==> src/rtl/riap_cfg.svh <==
/*
 * Constants of the indirect access port: SFR offsets, key codes,
 * interface state codes, field positions and access lengths.
 * Assumes it is included by bare name from the rtl/ files.
 */
`ifndef RIAP_CFG_SVH
`define RIAP_CFG_SVH

// ************************************************************
// SFR offsets
// ************************************************************
`define RIAP_OFS_ADDR       8'hac
`define RIAP_OFS_DATA       8'had
`define RIAP_OFS_KEY        8'hae

// ************************************************************
// Key codes and state codes seen when reading the key register
// ************************************************************
`define RIAP_KEY_FIRST      8'ha5
`define RIAP_KEY_SECOND     8'hf1
`define RIAP_CODE_LOCKED    8'h00
`define RIAP_CODE_FIRST     8'h01
`define RIAP_CODE_UNLOCKED  8'h02
`define RIAP_CODE_DISABLED  8'h03

// ************************************************************
// Address register fields and reset values
// ************************************************************
`define RIAP_BIT_BUSY       7
`define RIAP_BIT_AUTO       6
`define RIAP_BIT_SHORT      4
`define RIAP_ADDR_MSB       3
`define RIAP_ADDR_RESET     4'h0
`define RIAP_DATA_RESET     8'h00
`define RIAP_READ_ZERO      8'h00

// ************************************************************
// Internal registers that auto-increment the address field
// ************************************************************
`define RIAP_SNAP_FIRST     4'h0
`define RIAP_SNAP_LAST      4'h3
`define RIAP_MATCH_FIRST    4'h8
`define RIAP_MATCH_LAST     4'hb
`define RIAP_ADDR_STEP      4'h1

// ************************************************************
// Access length in system clock cycles
// ************************************************************
`define RIAP_NORMAL_CYCLES  7
`define RIAP_SHORT_CYCLES   6

`endif

==> src/rtl/riap_pkg.sv <==
/*
 * Types shared by the indirect access port files.
 * Assumes nothing beyond a SystemVerilog compiler.
 */
`default_nettype none

package riap_pkg;

    // Gray order along locked -> first key -> unlocked
    typedef enum logic [1:0] {
        RIAP_LOCKED   = 2'h0,
        RIAP_KEY_SEEN = 2'h1,
        RIAP_UNLOCKED = 2'h3,
        RIAP_DISABLED = 2'h2
    } riap_lock_t;

endpackage

`default_nettype wire

==> src/rtl/riap_access_timer.sv <==
/*
 * Down counter that times one indirect access.
 * Assumes start_in is only raised while busy_out is low.
 */
`include "riap_cfg.svh"
`default_nettype none

module riap_access_timer #(
    parameter int unsigned NORMAL_CYCLES = `RIAP_NORMAL_CYCLES,
    parameter int unsigned SHORT_CYCLES  = `RIAP_SHORT_CYCLES,
    parameter int unsigned CNT_W         = 3
) (
    input  wire logic clock_in,
    input  wire logic resetn_in,
    input  wire logic start_in,
    input  wire logic short_in,
    output logic      busy_out,
    output logic      last_out
);
    logic [CNT_W-1:0] count;
    logic [CNT_W-1:0] next_count;

    always_comb begin
        next_count = count;
        if (start_in) begin
            next_count = short_in ? CNT_W'(SHORT_CYCLES)
                                  : CNT_W'(NORMAL_CYCLES);
        end else if (count != '0) begin
            next_count = count - CNT_W'(1);
        end
    end

    always_ff @(posedge clock_in or negedge resetn_in) begin
        if (!resetn_in) begin
            count <= '0;
        end else begin
            count <= next_count;
        end
    end

    assign busy_out = (count != '0);
    assign last_out = (count == CNT_W'(1));
endmodule

`default_nettype wire

==> src/rtl/riap_indirect_port.sv <==
/*
 * Indirect access port between the processor SFR bus and the
 * real-time clock's internal register set: lock-and-key machine,
 * address register with busy, auto-read and reduced strobe, and
 * the data port.
 * Assumes the SFR bus and the clock core share clock_in, and that
 * the core presents read data combinationally for rtc_addr_out.
 */
`include "riap_cfg.svh"
`default_nettype none

module riap_indirect_port
    import riap_pkg::*;
#(
    parameter int unsigned NORMAL_CYCLES = `RIAP_NORMAL_CYCLES,
    parameter int unsigned SHORT_CYCLES  = `RIAP_SHORT_CYCLES
) (
    input  wire logic       clock_in,
    input  wire logic       resetn_in,
    input  wire logic [7:0] sfr_addr_in,
    input  wire logic       sfr_wr_in,
    input  wire logic       sfr_rd_in,
    input  wire logic [7:0] sfr_wdata_in,
    output logic      [7:0] sfr_rdata_out,
    output logic      [3:0] rtc_addr_out,
    output logic      [7:0] rtc_wdata_out,
    output logic            rtc_wr_stb_out,
    output logic            rtc_rd_stb_out,
    input  wire logic [7:0] rtc_rdata_in
);
    // ************************************************************
    // State
    // ************************************************************
    riap_lock_t lock_state;
    riap_lock_t next_lock_state;
    logic       auto_read;
    logic       next_auto_read;
    logic       short_strobe;
    logic       next_short_strobe;
    logic [3:0] addr_field;
    logic [3:0] next_addr_field;
    logic [7:0] data_port;
    logic [7:0] next_data_port;
    logic       acc_write;
    logic       next_acc_write;
    logic [7:0] rdata;
    logic [7:0] next_rdata;

    logic       start;
    logic       busy;
    logic       last;

    // ************************************************************
    // Decode of SFR accesses
    // ************************************************************
    logic key_wr;
    logic adr_wr;
    logic dat_wr;
    logic dat_rd;
    logic unlocked;
    logic attempt;
    logic auto_inc;

    assign key_wr   = sfr_wr_in && (sfr_addr_in == `RIAP_OFS_KEY);
    assign adr_wr   = sfr_wr_in && (sfr_addr_in == `RIAP_OFS_ADDR);
    assign dat_wr   = sfr_wr_in && (sfr_addr_in == `RIAP_OFS_DATA);
    assign dat_rd   = sfr_rd_in && (sfr_addr_in == `RIAP_OFS_DATA);
    assign unlocked = (lock_state == RIAP_UNLOCKED);

    // Anything that would start an indirect transfer
    assign attempt = (adr_wr && sfr_wdata_in[`RIAP_BIT_BUSY])
                   || dat_wr
                   || (dat_rd && auto_read);

    // Snapshot bytes start at index zero, so no lower bound
    assign auto_inc =
        (addr_field <= `RIAP_SNAP_LAST)
        || ((addr_field >= `RIAP_MATCH_FIRST)
            && (addr_field <= `RIAP_MATCH_LAST));

    // ************************************************************
    // Lock and key machine
    // ************************************************************
    always_comb begin
        next_lock_state = lock_state;
        case (lock_state)
            RIAP_LOCKED: begin
                if (key_wr) begin
                    if (sfr_wdata_in == `RIAP_KEY_FIRST) begin
                        next_lock_state = RIAP_KEY_SEEN;
                    end else begin
                        next_lock_state = RIAP_DISABLED;
                    end
                end else if (attempt) begin
                    next_lock_state = RIAP_DISABLED;
                end
            end
            RIAP_KEY_SEEN: begin
                if (key_wr) begin
                    if (sfr_wdata_in == `RIAP_KEY_SECOND) begin
                        next_lock_state = RIAP_UNLOCKED;
                    end else begin
                        next_lock_state = RIAP_DISABLED;
                    end
                end else if (attempt) begin
                    next_lock_state = RIAP_DISABLED;
                end
            end
            RIAP_UNLOCKED: begin
                if (key_wr) begin
                    next_lock_state = RIAP_LOCKED;
                end
            end
            RIAP_DISABLED: begin
                next_lock_state = RIAP_DISABLED;
            end
            default: begin
                next_lock_state = RIAP_DISABLED;
            end
        endcase
    end

    // ************************************************************
    // Address register, data port and access launch
    // ************************************************************
    always_comb begin
        next_auto_read    = auto_read;
        next_short_strobe = short_strobe;
        next_addr_field   = addr_field;
        next_data_port    = data_port;
        next_acc_write    = acc_write;
        start             = 1'b0;
        // Writes during an access are dropped so the target and
        // data stay stable until the strobe
        if (unlocked && !busy) begin
            if (adr_wr) begin
                next_auto_read    = sfr_wdata_in[`RIAP_BIT_AUTO];
                next_short_strobe = sfr_wdata_in[`RIAP_BIT_SHORT];
                next_addr_field   = sfr_wdata_in[`RIAP_ADDR_MSB:0];
                if (sfr_wdata_in[`RIAP_BIT_BUSY]) begin
                    start          = 1'b1;
                    next_acc_write = 1'b0;
                end
            end else if (dat_wr) begin
                next_data_port = sfr_wdata_in;
                start          = 1'b1;
                next_acc_write = 1'b1;
            end else if (dat_rd && auto_read) begin
                start          = 1'b1;
                next_acc_write = 1'b0;
            end
        end
        if (last) begin
            if (!acc_write) begin
                next_data_port = rtc_rdata_in;
            end
            if (auto_inc) begin
                next_addr_field = addr_field + `RIAP_ADDR_STEP;
            end
        end
    end

    // ************************************************************
    // Read-back; locked port answers zero except the key register
    // ************************************************************
    always_comb begin
        next_rdata = rdata;
        if (sfr_rd_in) begin
            next_rdata = `RIAP_READ_ZERO;
            if (sfr_addr_in == `RIAP_OFS_KEY) begin
                case (lock_state)
                    RIAP_LOCKED:   next_rdata = `RIAP_CODE_LOCKED;
                    RIAP_KEY_SEEN: next_rdata = `RIAP_CODE_FIRST;
                    RIAP_UNLOCKED: next_rdata = `RIAP_CODE_UNLOCKED;
                    RIAP_DISABLED: next_rdata = `RIAP_CODE_DISABLED;
                    default:       next_rdata = `RIAP_CODE_DISABLED;
                endcase
            end else if (unlocked
                         && (sfr_addr_in == `RIAP_OFS_ADDR)) begin
                next_rdata[`RIAP_BIT_BUSY]  = busy;
                next_rdata[`RIAP_BIT_AUTO]  = auto_read;
                next_rdata[`RIAP_BIT_SHORT] = short_strobe;
                next_rdata[`RIAP_ADDR_MSB:0] = addr_field;
            end else if (unlocked
                         && (sfr_addr_in == `RIAP_OFS_DATA)) begin
                next_rdata = data_port;
            end
        end
    end

    always_ff @(posedge clock_in or negedge resetn_in) begin
        if (!resetn_in) begin
            lock_state   <= RIAP_LOCKED;
            auto_read    <= 1'b0;
            short_strobe <= 1'b0;
            addr_field   <= `RIAP_ADDR_RESET;
            data_port    <= `RIAP_DATA_RESET;
            acc_write    <= 1'b0;
            rdata        <= `RIAP_READ_ZERO;
        end else begin
            lock_state   <= next_lock_state;
            auto_read    <= next_auto_read;
            short_strobe <= next_short_strobe;
            addr_field   <= next_addr_field;
            data_port    <= next_data_port;
            acc_write    <= next_acc_write;
            rdata        <= next_rdata;
        end
    end

    // ************************************************************
    // Access timing
    // ************************************************************
    // Reduced timing is latched with the start, so a later change
    // of the bit never stretches a running access
    riap_access_timer #(
        .NORMAL_CYCLES (NORMAL_CYCLES),
        .SHORT_CYCLES  (SHORT_CYCLES)
    ) u_timer (
        .clock_in  (clock_in),
        .resetn_in (resetn_in),
        .start_in  (start),
        .short_in  (next_short_strobe),
        .busy_out  (busy),
        .last_out  (last)
    );

    // Strobe in the final cycle; core data must be valid then
    assign rtc_wr_stb_out = last && acc_write;
    assign rtc_rd_stb_out = last && !acc_write;
    assign rtc_addr_out   = addr_field;
    assign rtc_wdata_out  = data_port;
    assign sfr_rdata_out  = rdata;
endmodule

`default_nettype wire

==> config.mk <==
export PLATFORM = sky130hd
export DESIGN_NAME = riap_indirect_port
export DESIGN_NICKNAME = d
export VERILOG_FILES = /design/src/rtl/riap_pkg.sv /design/src/rtl/riap_access_timer.sv /design/src/rtl/riap_indirect_port.sv
export VERILOG_INCLUDE_DIRS = /design/src /design/src/rtl
export SDC_FILE = /design/constraint.sdc
export NUM_CORES = 1
export LEC_CHECK = 0
export ABC_CLOCK_PERIOD_IN_PS = 1600
export BUFFER_PORTS_ARGS = -buffer_cell sky130_fd_sc_hd__buf_4
export CAP_MARGIN = 30
export CORE_MARGIN = 2
export CORE_UTILIZATION = 47
export DETAILED_ROUTE_END_ITERATION = 12
export GPL_TIMING_DRIVEN = 0
export PLACE_DENSITY = 0.76
export SETUP_SLACK_MARGIN = 0.05
export SLEW_MARGIN = 10
export SYNTH_ARGS = -nofsm -noshare
export SYNTH_HDL_FRONTEND = slang
export SYNTH_SLANG_ARGS = --single-unit
==> constraint.sdc <==
create_clock -name clock_in -period 1.6 [get_ports clock_in]
set_input_delay 0.08 -clock clock_in [delete_from_list [all_inputs] [get_ports clock_in]]
set_output_delay 0.08 -clock clock_in [all_outputs]
set_load 0.01 [all_outputs]
# Word-level counts from Yosys, hierarchy flattened
# Index checks and enable logic that the tools add are counted.
[word_totals] regBits=28 inputBits=28 out_inout_bits=22 wordCells=83
[op_classes] add_sub_neg=2 magnitude_cmp=3 eq_ne=11 mux=36 n_reduce_logical=23
[op_table] operator="$mux 8" count=7
[op_table] operator="$eq 8x8->1 const B" count=5
[op_table] operator="$pmux 8 s4" count=1
[op_table] operator="$mux 4" count=4
[op_table] operator="$mux 1" count=14
[op_table] operator="$logic_and 1x1->1" count=12
[op_table] operator="$mux 2" count=6
[op_table] operator="$pmux 2 s4" count=1
[op_table] operator="$mux 3" count=2
[op_table] operator="$reduce_bool 3->1" count=2
[op_table] operator="$mux 5" count=1
[op_table] operator="$add 4x1->4 const B" count=1
[op_table] operator="$eq 2x2->1 const B" count=2
[op_table] operator="$ge 4x4->1 const B" count=1
[op_table] operator="$le 4x2->1 const B" count=1
[op_table] operator="$le 4x4->1 const B" count=1
[op_table] operator="$ne 2x2->1 const B" count=2
[op_table] operator="$eq 3x1->1 const B" count=1
[op_table] operator="$logic_or 1x1->1" count=3
[op_table] operator="$reduce_and 3->1" count=1
[op_table] operator="$sub 3x1->3 const B" count=1
[op_table] operator="$eq 2x1->1 const B" count=1
[op_table] operator="$logic_not 1->1" count=2
[op_table] operator="$logic_not 2->1" count=1
[op_table] operator="2 further kinds" count=2

# Depth between registers and ports, before layout
# Gate-level depths: netlist of run 1.
[logic_depth] word_depth=8 mapped_depth=8 ltp_nobuf=7

# Modules after synthesis
# Synthesis of run 1 repeated with hierarchy kept, for this count alone.
[unflattened] cells_unflattened=171 hier_area_um2=1716.6
[by_module_without_submodules] mod="riap_indirect_port" n_inst=1 cells_per_inst=154 area_per_inst_um2=1522.7 seq_area_each_um2=625.6
[by_module_without_submodules] mod="riap_access_timer" n_inst=1 cells_per_inst=17 area_per_inst_um2=193.9 seq_area_each_um2=75.1

# Least setup slack after synthesis of run 1
# OpenSTA, ideal clock, no wires.
[synth_timing] kind="register to register" startpoint="register u_timer.count[0]" endpoint="register addr_field[3], in the netlist rtc_addr_out[3]" t_arrival_ps=1508 required_time_ps=1475 setup_slack_ps=-33 stages_incl_launch_ff=7 n_path_buf=0 synth_period_minus_slack_ps=1633 cell_sequence="dfrtp_1 > inv_1 > ha_1 > nand4bb_1 > nor4_4 > nand2_2 > mux2_4"
[synth_via] elab_chain_cells=6 word_cells_on_any_way=7 cone_classes="eq/ne (1); mux (3); reduce/logical (3)"
[synth_lines] item="start, declared" line_no="riap_access_timer.sv:20" source="logic [CNT_W-1:0] count;"
[synth_lines] item="start signal, assigned" line_no="riap_access_timer.sv:37" source="count <= next_count;"
[synth_lines] item="$reduce_bool 3->1" line_no="riap_access_timer.sv:41" source="assign busy_out = (count != '0);"
[synth_lines] item="$logic_not 1->1" line_no="riap_indirect_port.sv:135" source="if (unlocked && !busy) begin"
[synth_lines] item="$logic_and 1x1->1" line_no="riap_indirect_port.sv:135"
[synth_lines] item="$mux 4" line_no="riap_indirect_port.sv:135"
[synth_lines] item="$mux 4" line_no="riap_indirect_port.sv:157" source="if (auto_inc) begin"
[synth_lines] item="$mux 4 *" line_no="riap_indirect_port.sv:153" source="if (last) begin"
[synth_lines] item="named net next_addr_field[3]" line_no="riap_indirect_port.sv:41" source="logic [3:0] next_addr_field;"
[synth_lines] item="end signal, assigned" line_no="riap_indirect_port.sv:196" source="addr_field <= `RIAP_ADDR_RESET;"
[synth_lines] item="end signal, assigned" line_no="riap_indirect_port.sv:204" source="addr_field <= next_addr_field;"
[synth_lines] item="end, declared" line_no="riap_indirect_port.sv:40" source="logic [3:0] addr_field;"
# Mark *: on every way through the listed nets, which the timed path passes. The rest lies on a longest branch.
# A chain may end at the register's enable or synchronous reset.

# Worst setup path in the final report of run 1
[layout_timing] startpoint="register u_timer.count[1]" endpoint="register addr_field[2], in the netlist rtc_addr_out[2]"
# The elaborated chain is that of the path after synthesis.

==> impl_metrics.tcl, run 1 <==
set metrics [dict create \
    r2r-start "u_timer.count[1]$_DFFE_PN0P_" \
    totalWireLength_mm 4.89 \
    cts.htree.levels 1 \
    crit_fanout 4 \
    dp_hpwl_mm 3.37 \
    whs_path_depth 3 \
    holdPathEnd "rtc_wdata_out[3]$_DFF_PN0_" \
    syn_area_um2 1800 \
    core_um2 3660 \
    min_from "rtc_rdata_in[3]" \
    endpoint_kind "flop" \
    die-area_um2 4340 \
    final_antenna_net_count 0 \
    synthArstFlopShare 1.00 \
    io_pins 50 \
    synth_cells 190 \
    gp_congestion 0.846 \
    numCtsBuffers 3 \
    drive_above_1_share 0.423 \
    switching_power_w 0.00125 \
    port_buffers 47 \
    rsz0062_at_grt "yes" \
    critPathKind "reg -> reg" \
    die_x_um 65.9 \
    vias 1705 \
    timing.rr.end "rtc_addr_out[2]$_DFF_PN0_" \
    period_minus_slack_ps 1680 \
    postLayoutSetupSlackWorst_ps -82.8 \
    critical_path_required_ps 1770 \
    slew_viol_final 0 \
    final_cells 308 \
    min_path_type "in -> reg" \
    yosys-top-cells-area "dfrtp_1, nand2_1, ha_1" \
    p_leak_nw 1.21 \
    clk_latency_ps 280 \
    fin_crit_sh 1.05 \
    ff_latch_area_um2 702 \
    reg2reg_depth 6 \
    first_global_vias 1633 \
    dp_cells 285 \
    power.share.sequential 0.328 \
    power.density_nw_per_um2 1320 \
    synthDistinctLibCells 51 \
    rows 22 \
    fp.dieH_um 65.9 \
    vias_per_cell 5.54 \
    fin_tns_setup_ps -160 \
    synth-edff-count 0 \
    grt_overflow 0 \
    multi_input_area_um2 1110 \
    p_int_w 0.00216 \
    swShare 0.366 \
    synth-seq-cells 28 \
    hold_viol 0 \
    drc_errors 0 \
    setup_viol_count_final 5 \
    grt_pass1_wl_mm 7.89 \
    synth_most_common_cell "nand2_1" \
    fillers 311 \
    ys_dominant_reg_cell "dfrtp_1" \
    reg2reg_slack_ps -80 \
    clk_path_buf_depth 2 \
    worstMarginPinSlew_ps 486 \
    syn_nets 226 \
    syn_avg_cell_area_um2 9.48 \
    n_antenna_cell 0 \
    start_kind "flop" \
    yosys.area.top_type "dfrtp_1" \
    grt_start_max_net_pins 29 \
    cts_tree "built" \
    first_pass_iters 4 \
    nets 297 \
    synth_common_cells "nand2_1, dfrtp_1, nand3_1" \
    power_frac_clock 0.168 \
    antenna_found_initial 0 \
    cp.arrival_ps 1850 \
    synth_warnings 0 \
    synth_top_area_share 0.389 \
    cap_violations 0 \
    violations "negative setup slack" \
    cts.sinks 28 \
    status "finished, violations left" \
    power_w 0.00341 \
    root_buffer "clkbuf_8" \
    maxSlewHeadroom 0.675 \
    clk_pin_slew_ps 100 \
    syn2layout_area_growth_pct 43.3 \
    ys_seq_area_frac 0.389 \
    first_iter_violations 69 \
    fmax_mhz 594 \
    combPwrFrac 0.504 \
    max-vdd-ir-drop_uv 1020 \
    finalClockSkew_ps 3.22 \
    crit_start "u_timer.count[1]$_DFFE_PN0P_" \
    grt.total_usage 0.237 \
    wire_per_inst_um 15.9 \
    initial_utilization 0.492 \
]
what timing repair did:
item                       4_1_cts  5_1_grt
hold endpoints to repair        28        0
buffers inserted                11       11
pin swaps                        3        9
setup endpoints to repair       17       20
hold buffers                     1        0
resized for setup               15       17
cells in the final DEF (no fill, tap or decap), types with 5 or more instances in the layout:
cell type and count:
nand3b_1 8, nand3_1 17, ha_4 5, mux2_2 6
dfrtp_1 27, buf_4 66, nand2_1 29, o22ai_1 7
inv_1 12
sequential cells by signal, indices dropped and copies added (netlist names):
name	flops
rtc_addr_out	4
short_strobe	1
u_timer.count	3
auto_read	1
sfr_rdata_out	8
lock_state	2
acc_write	1
rtc_wdata_out	8
critical path, stage by stage, from the launching register on:
cell and delay [ps]:
dfrtp_1 380, inv_2 80, buf_6 110, ha_4 140, or3b_4 410, and3_4 190, a221o_1 260
area by class of cell:
class                      instances  share of cell area
clock buffer                       3              0.0160
inverter                          16              0.0262
clock inverter                     1              0.0116
tap                               48              0.0233
multi-input combinational        139               0.431
buffer                             6              0.0179
timing repair buffer              67               0.202
sequential                        28               0.272
through the flow:
| step | hold slack, ps | worst slack (ps) | utilization | cell area [um^2] |
|---|---|---|---|---|
| final | 2.91 | -82.8 | 0.705 | 2580 |
| after global routing | 14.6 | -110 | 0.705 | 2580 |
| after CTS | 7.15 | -54.7 | 0.672 | 2460 |
| after detailed placement | 17.5 | -245 | 0.609 | 2230 |
| after global placement | 17.9 | -215 | 0.609 | 2230 |
| after floorplan | -216 | -28.0 | - | 1820 |
power groups by stage:
stage | combinational, W | clock [W] | sequential, W
6_report | 0.00172 | 0.000571 | 0.00112
2_1_floorplan | 0.000724 | 0 | 0.00112
5_1_grt | 0.00186 | 0.000608 | 0.00114
4_1_cts | 0.00144 | 0.000566 | 0.00112
3_5_place_dp | 0.00123 | 0 | 0.00112
3_3_place_gp | 0.00121 | 0 | 0.00111
cell families (layout without fill, tap and decap cells):
logic type,Yosys count,after routing,synth area share
and+or+nand+nor,87,87,0.301
AOI/OAI and AO/OA,33,33,0.130
DFF,28,28,0.389
buffers and inverters,23,93,0.0562
muxes,11,11,0.0681
adders and majority gates,8,8,0.0556
per-layer routing:
layer | up-vias | share of wire | global-route usage
met1 | 814 | 0.44 | 0.333
met2 | 62 | 0.49 | 0.386
met5 | - | 0 | 0
li1 | 820 | - | -
met3 | 9 | 0.056 | 0.0324
met4 | 0 | 0.016 | 0.0547
worst max-delay path by stage:
stage	cells past startpoint	slack, ps	endpoint
global route	6	-110	rtc_addr_out[2]$_DFF_PN0_
global placement	6	-210	rtc_addr_out[3]$_DFF_PN0_
finish	6	-80	rtc_addr_out[2]$_DFF_PN0_
CTS	8	-50	rtc_addr_out[2]$_DFF_PN0_
detailed placement	6	-240	rtc_addr_out[3]$_DFF_PN0_
floorplan	6	-30	rtc_addr_out[3]$_DFF_PN0_
(Power assumes the default switching activity.)
==> run 2: changes to the inputs <==
--- a/config.mk
+++ b/config.mk
@@ -6,8 +6,8 @@
 export SDC_FILE = /design/constraint.sdc
 export NUM_CORES = 1
 export LEC_CHECK = 0
-export ABC_CLOCK_PERIOD_IN_PS = 1600
-export BUFFER_PORTS_ARGS = -buffer_cell sky130_fd_sc_hd__buf_4
+export ABC_CLOCK_PERIOD_IN_PS = 1500
+export BUFFER_PORTS_ARGS = -buffer_cell sky130_fd_sc_hd__buf_2
 export CAP_MARGIN = 30
 export CORE_MARGIN = 2
 export CORE_UTILIZATION = 47
==> constraint.sdc (replaced) <==
create_clock -name clock_in -period 1.5 [get_ports clock_in]
set_input_delay 0.075 -clock clock_in [delete_from_list [all_inputs] [get_ports clock_in]]
set_output_delay 0.075 -clock clock_in [all_outputs]
set_load 0.01 [all_outputs]
==> run 2 against run 1 <==
- the flow finishes with violations (negative hold slack, negative setup slack)
- cell count increased by 0.97%
- sequential share of layout area is 0.40 points higher
- routed wire length increased by 5.6%
- hold slack got worse by 4.5 ps
- clock skew is 1.3 ps lower
- sequential cell count unchanged
- non-clock buffer count rose by 3
- critical path depth increased by 1
- combinational power decreased by 9.9%
- highest routed layer unchanged
- global-route usage increased by 0.53 points
- largest power group unchanged
- sequential power up 6%
- first-iteration DRC count grew 83%
==> impl_metrics.tcl, run 2 (same netlist as run 1, synthesis figures left out) <==
set metrics [dict create \
    status "finished, violations left" \
    min_path_type "in -> reg" \
    clk_pin_slew_ps 100 \
    port_buffers 47 \
    first_global_vias 1657 \
    grt.total_usage 0.242 \
    cts.htree.levels 1 \
    numCtsBuffers 3 \
    dp_hpwl_mm 3.40 \
    stdcell_area_um2 2540 \
    layout_common_cells "buf_2, nand2_1, dfrtp_1, nand3_1, buf_4" \
    totalWireLength_mm 5.16 \
    grt_overflow 0 \
    violations "negative hold slack, negative setup slack" \
    post-place-ws_ps -383 \
    die_x_um 65.9 \
    slew_viol_final 0 \
    p_leak_nw 1.22 \
    crit_fanout 5 \
    rows 22 \
    drc_errors 0 \
    vias 1753 \
    wire_per_inst_um 16.6 \
    core_um2 3660 \
    rsz0062_at_grt "yes" \
    power_w 0.00336 \
    period_minus_slack_ps 1610 \
    hold_viol 1 \
    nets 300 \
    syn2layout_area_growth_pct 41.2 \
    fin_crit_sh 1.07 \
    grt_start_max_net_pins 29 \
    clk_path_buf_depth 2 \
    gp_congestion 0.840 \
    post-route-util 0.695 \
    critical_path_required_ps 1680 \
    drive_above_1_share 0.445 \
    power.density_nw_per_um2 1320 \
    cts.sinks 28 \
    fin_hold_ws_ps -1.55 \
    cts_tree "built" \
    fmax_mhz 620 \
    grt_pass1_wl_mm 7.94 \
    clk_latency_ps 280 \
    worstMarginPinSlew_ps 643 \
    final_antenna_net_count 0 \
    setup_viol_count_final 16 \
    first_iter_violations 126 \
    layout_commonest_cell "buf_2" \
    finalClockSkew_ps 1.89 \
    fp.dieH_um 65.9 \
    endpoint_kind "flop" \
    fillers 304 \
    vias_per_cell 5.64 \
    critPathKind "reg -> reg" \
    max-vdd-ir-drop_uv 884 \
    dpl_cell_area_um2 2120 \
    cap_violations 0 \
    root_buffer "clkbuf_8" \
    first_pass_iters 4 \
    io_pins 50 \
    maxSlewHeadroom 0.571 \
    cp.arrival_ps 1790 \
    die-area_um2 4340 \
    initial_utilization 0.492 \
    postLayoutSetupSlackWorst_ps -112 \
    start_kind "flop" \
    antenna_found_initial 0 \
    n_antenna_cell 0 \
]
-- run 2: cell types whose count changed in the layout (fill, tap and decap cells not counted), moves of 2 or more --
cell / change
buf_2: +47
nand2_2: +2
dlygate4sd3_1: +2
buf_6: +7
nand2_1: -2
buf_4: -53
-- run 2: report_power, final --
group / total (W) / leakage, nW / internal (W) / switching [W]
Sequential: 0.00119 / 0.356 / 0.000962 / 0.000230
Clock: 0.000614 / 0.0357 / 0.000358 / 0.000256
Combinational: 0.00155 / 0.830 / 0.000767 / 0.000784
-- run 2: layout make-up --
type                            count  area, um^2  share of cell area
Buffer                              7        51.3              0.0202
Clock buffer                        3        41.3              0.0162
Clock inverter                      1        30.0              0.0118
Inverter                           16        75.1              0.0295
Multi-Input combinational cell    139        1150               0.451
Sequential cell                    28         702               0.276
Tap cell                           48        60.1              0.0236
Timing Repair Buffer               69         438               0.172
-- run 2: per-stage QoR --
step / setup TNS (ps) / instances
5_1_grt: -2190 / 311
2_1_floorplan: -307 / 190
3_3_place_gp: -2860 / 285
3_5_place_dp: -2930 / 285
4_1_cts: -973 / 307
6_report: -1180 / 311
-- run 2: repair_timing --
action | CTS | global route
resized for setup | 24 | 20
gates cloned | 1 | 0
endpoints found under the setup margin | 25 | 19
pin swaps | 4 | 10
endpoints found under the hold margin | 30 | 0
buffers inserted | 14 | 6
hold buffers | 3 | 0
-- run 2: routing by layer --
layer  global-route usage  routed length [um]
met5                    0                   0
met4               0.0521                  48
met3               0.0290                 303
met2                0.414                2600
met1                0.328                2210
-- run 2: critical path, cell delays in order, from the launching register on --
cell	delay (ps)
dfrtp_1	390
inv_2	90
ha_4	180
nand4bb_4	130
nor4_4	190
buf_6	180
nand2_2	60
mux2_4	290
-- run 2: path summary, 6_finish.rpt --
check	startpoint	to	slack, ps	cells past startpoint
min reg2reg	sfr_rdata_out[7]$_DFFE_PN0P_	sfr_rdata_out[7]$_DFFE_PN0P_	510	1
max	u_timer.count[1]$_DFFE_PN0P_	rtc_addr_out[3]$_DFF_PN0_	-110	7
min	rtc_rdata_in[2]	rtc_wdata_out[2]$_DFF_PN0_	-2	3
min in group asynchronous	resetn_in	u_timer.count[0]$_DFFE_PN0P_	340	2
max reg2reg	u_timer.count[1]$_DFFE_PN0P_	rtc_addr_out[3]$_DFF_PN0_	-110	7
max in group asynchronous	resetn_in	lock_state[0]$_DFFE_PN0P_	700	2
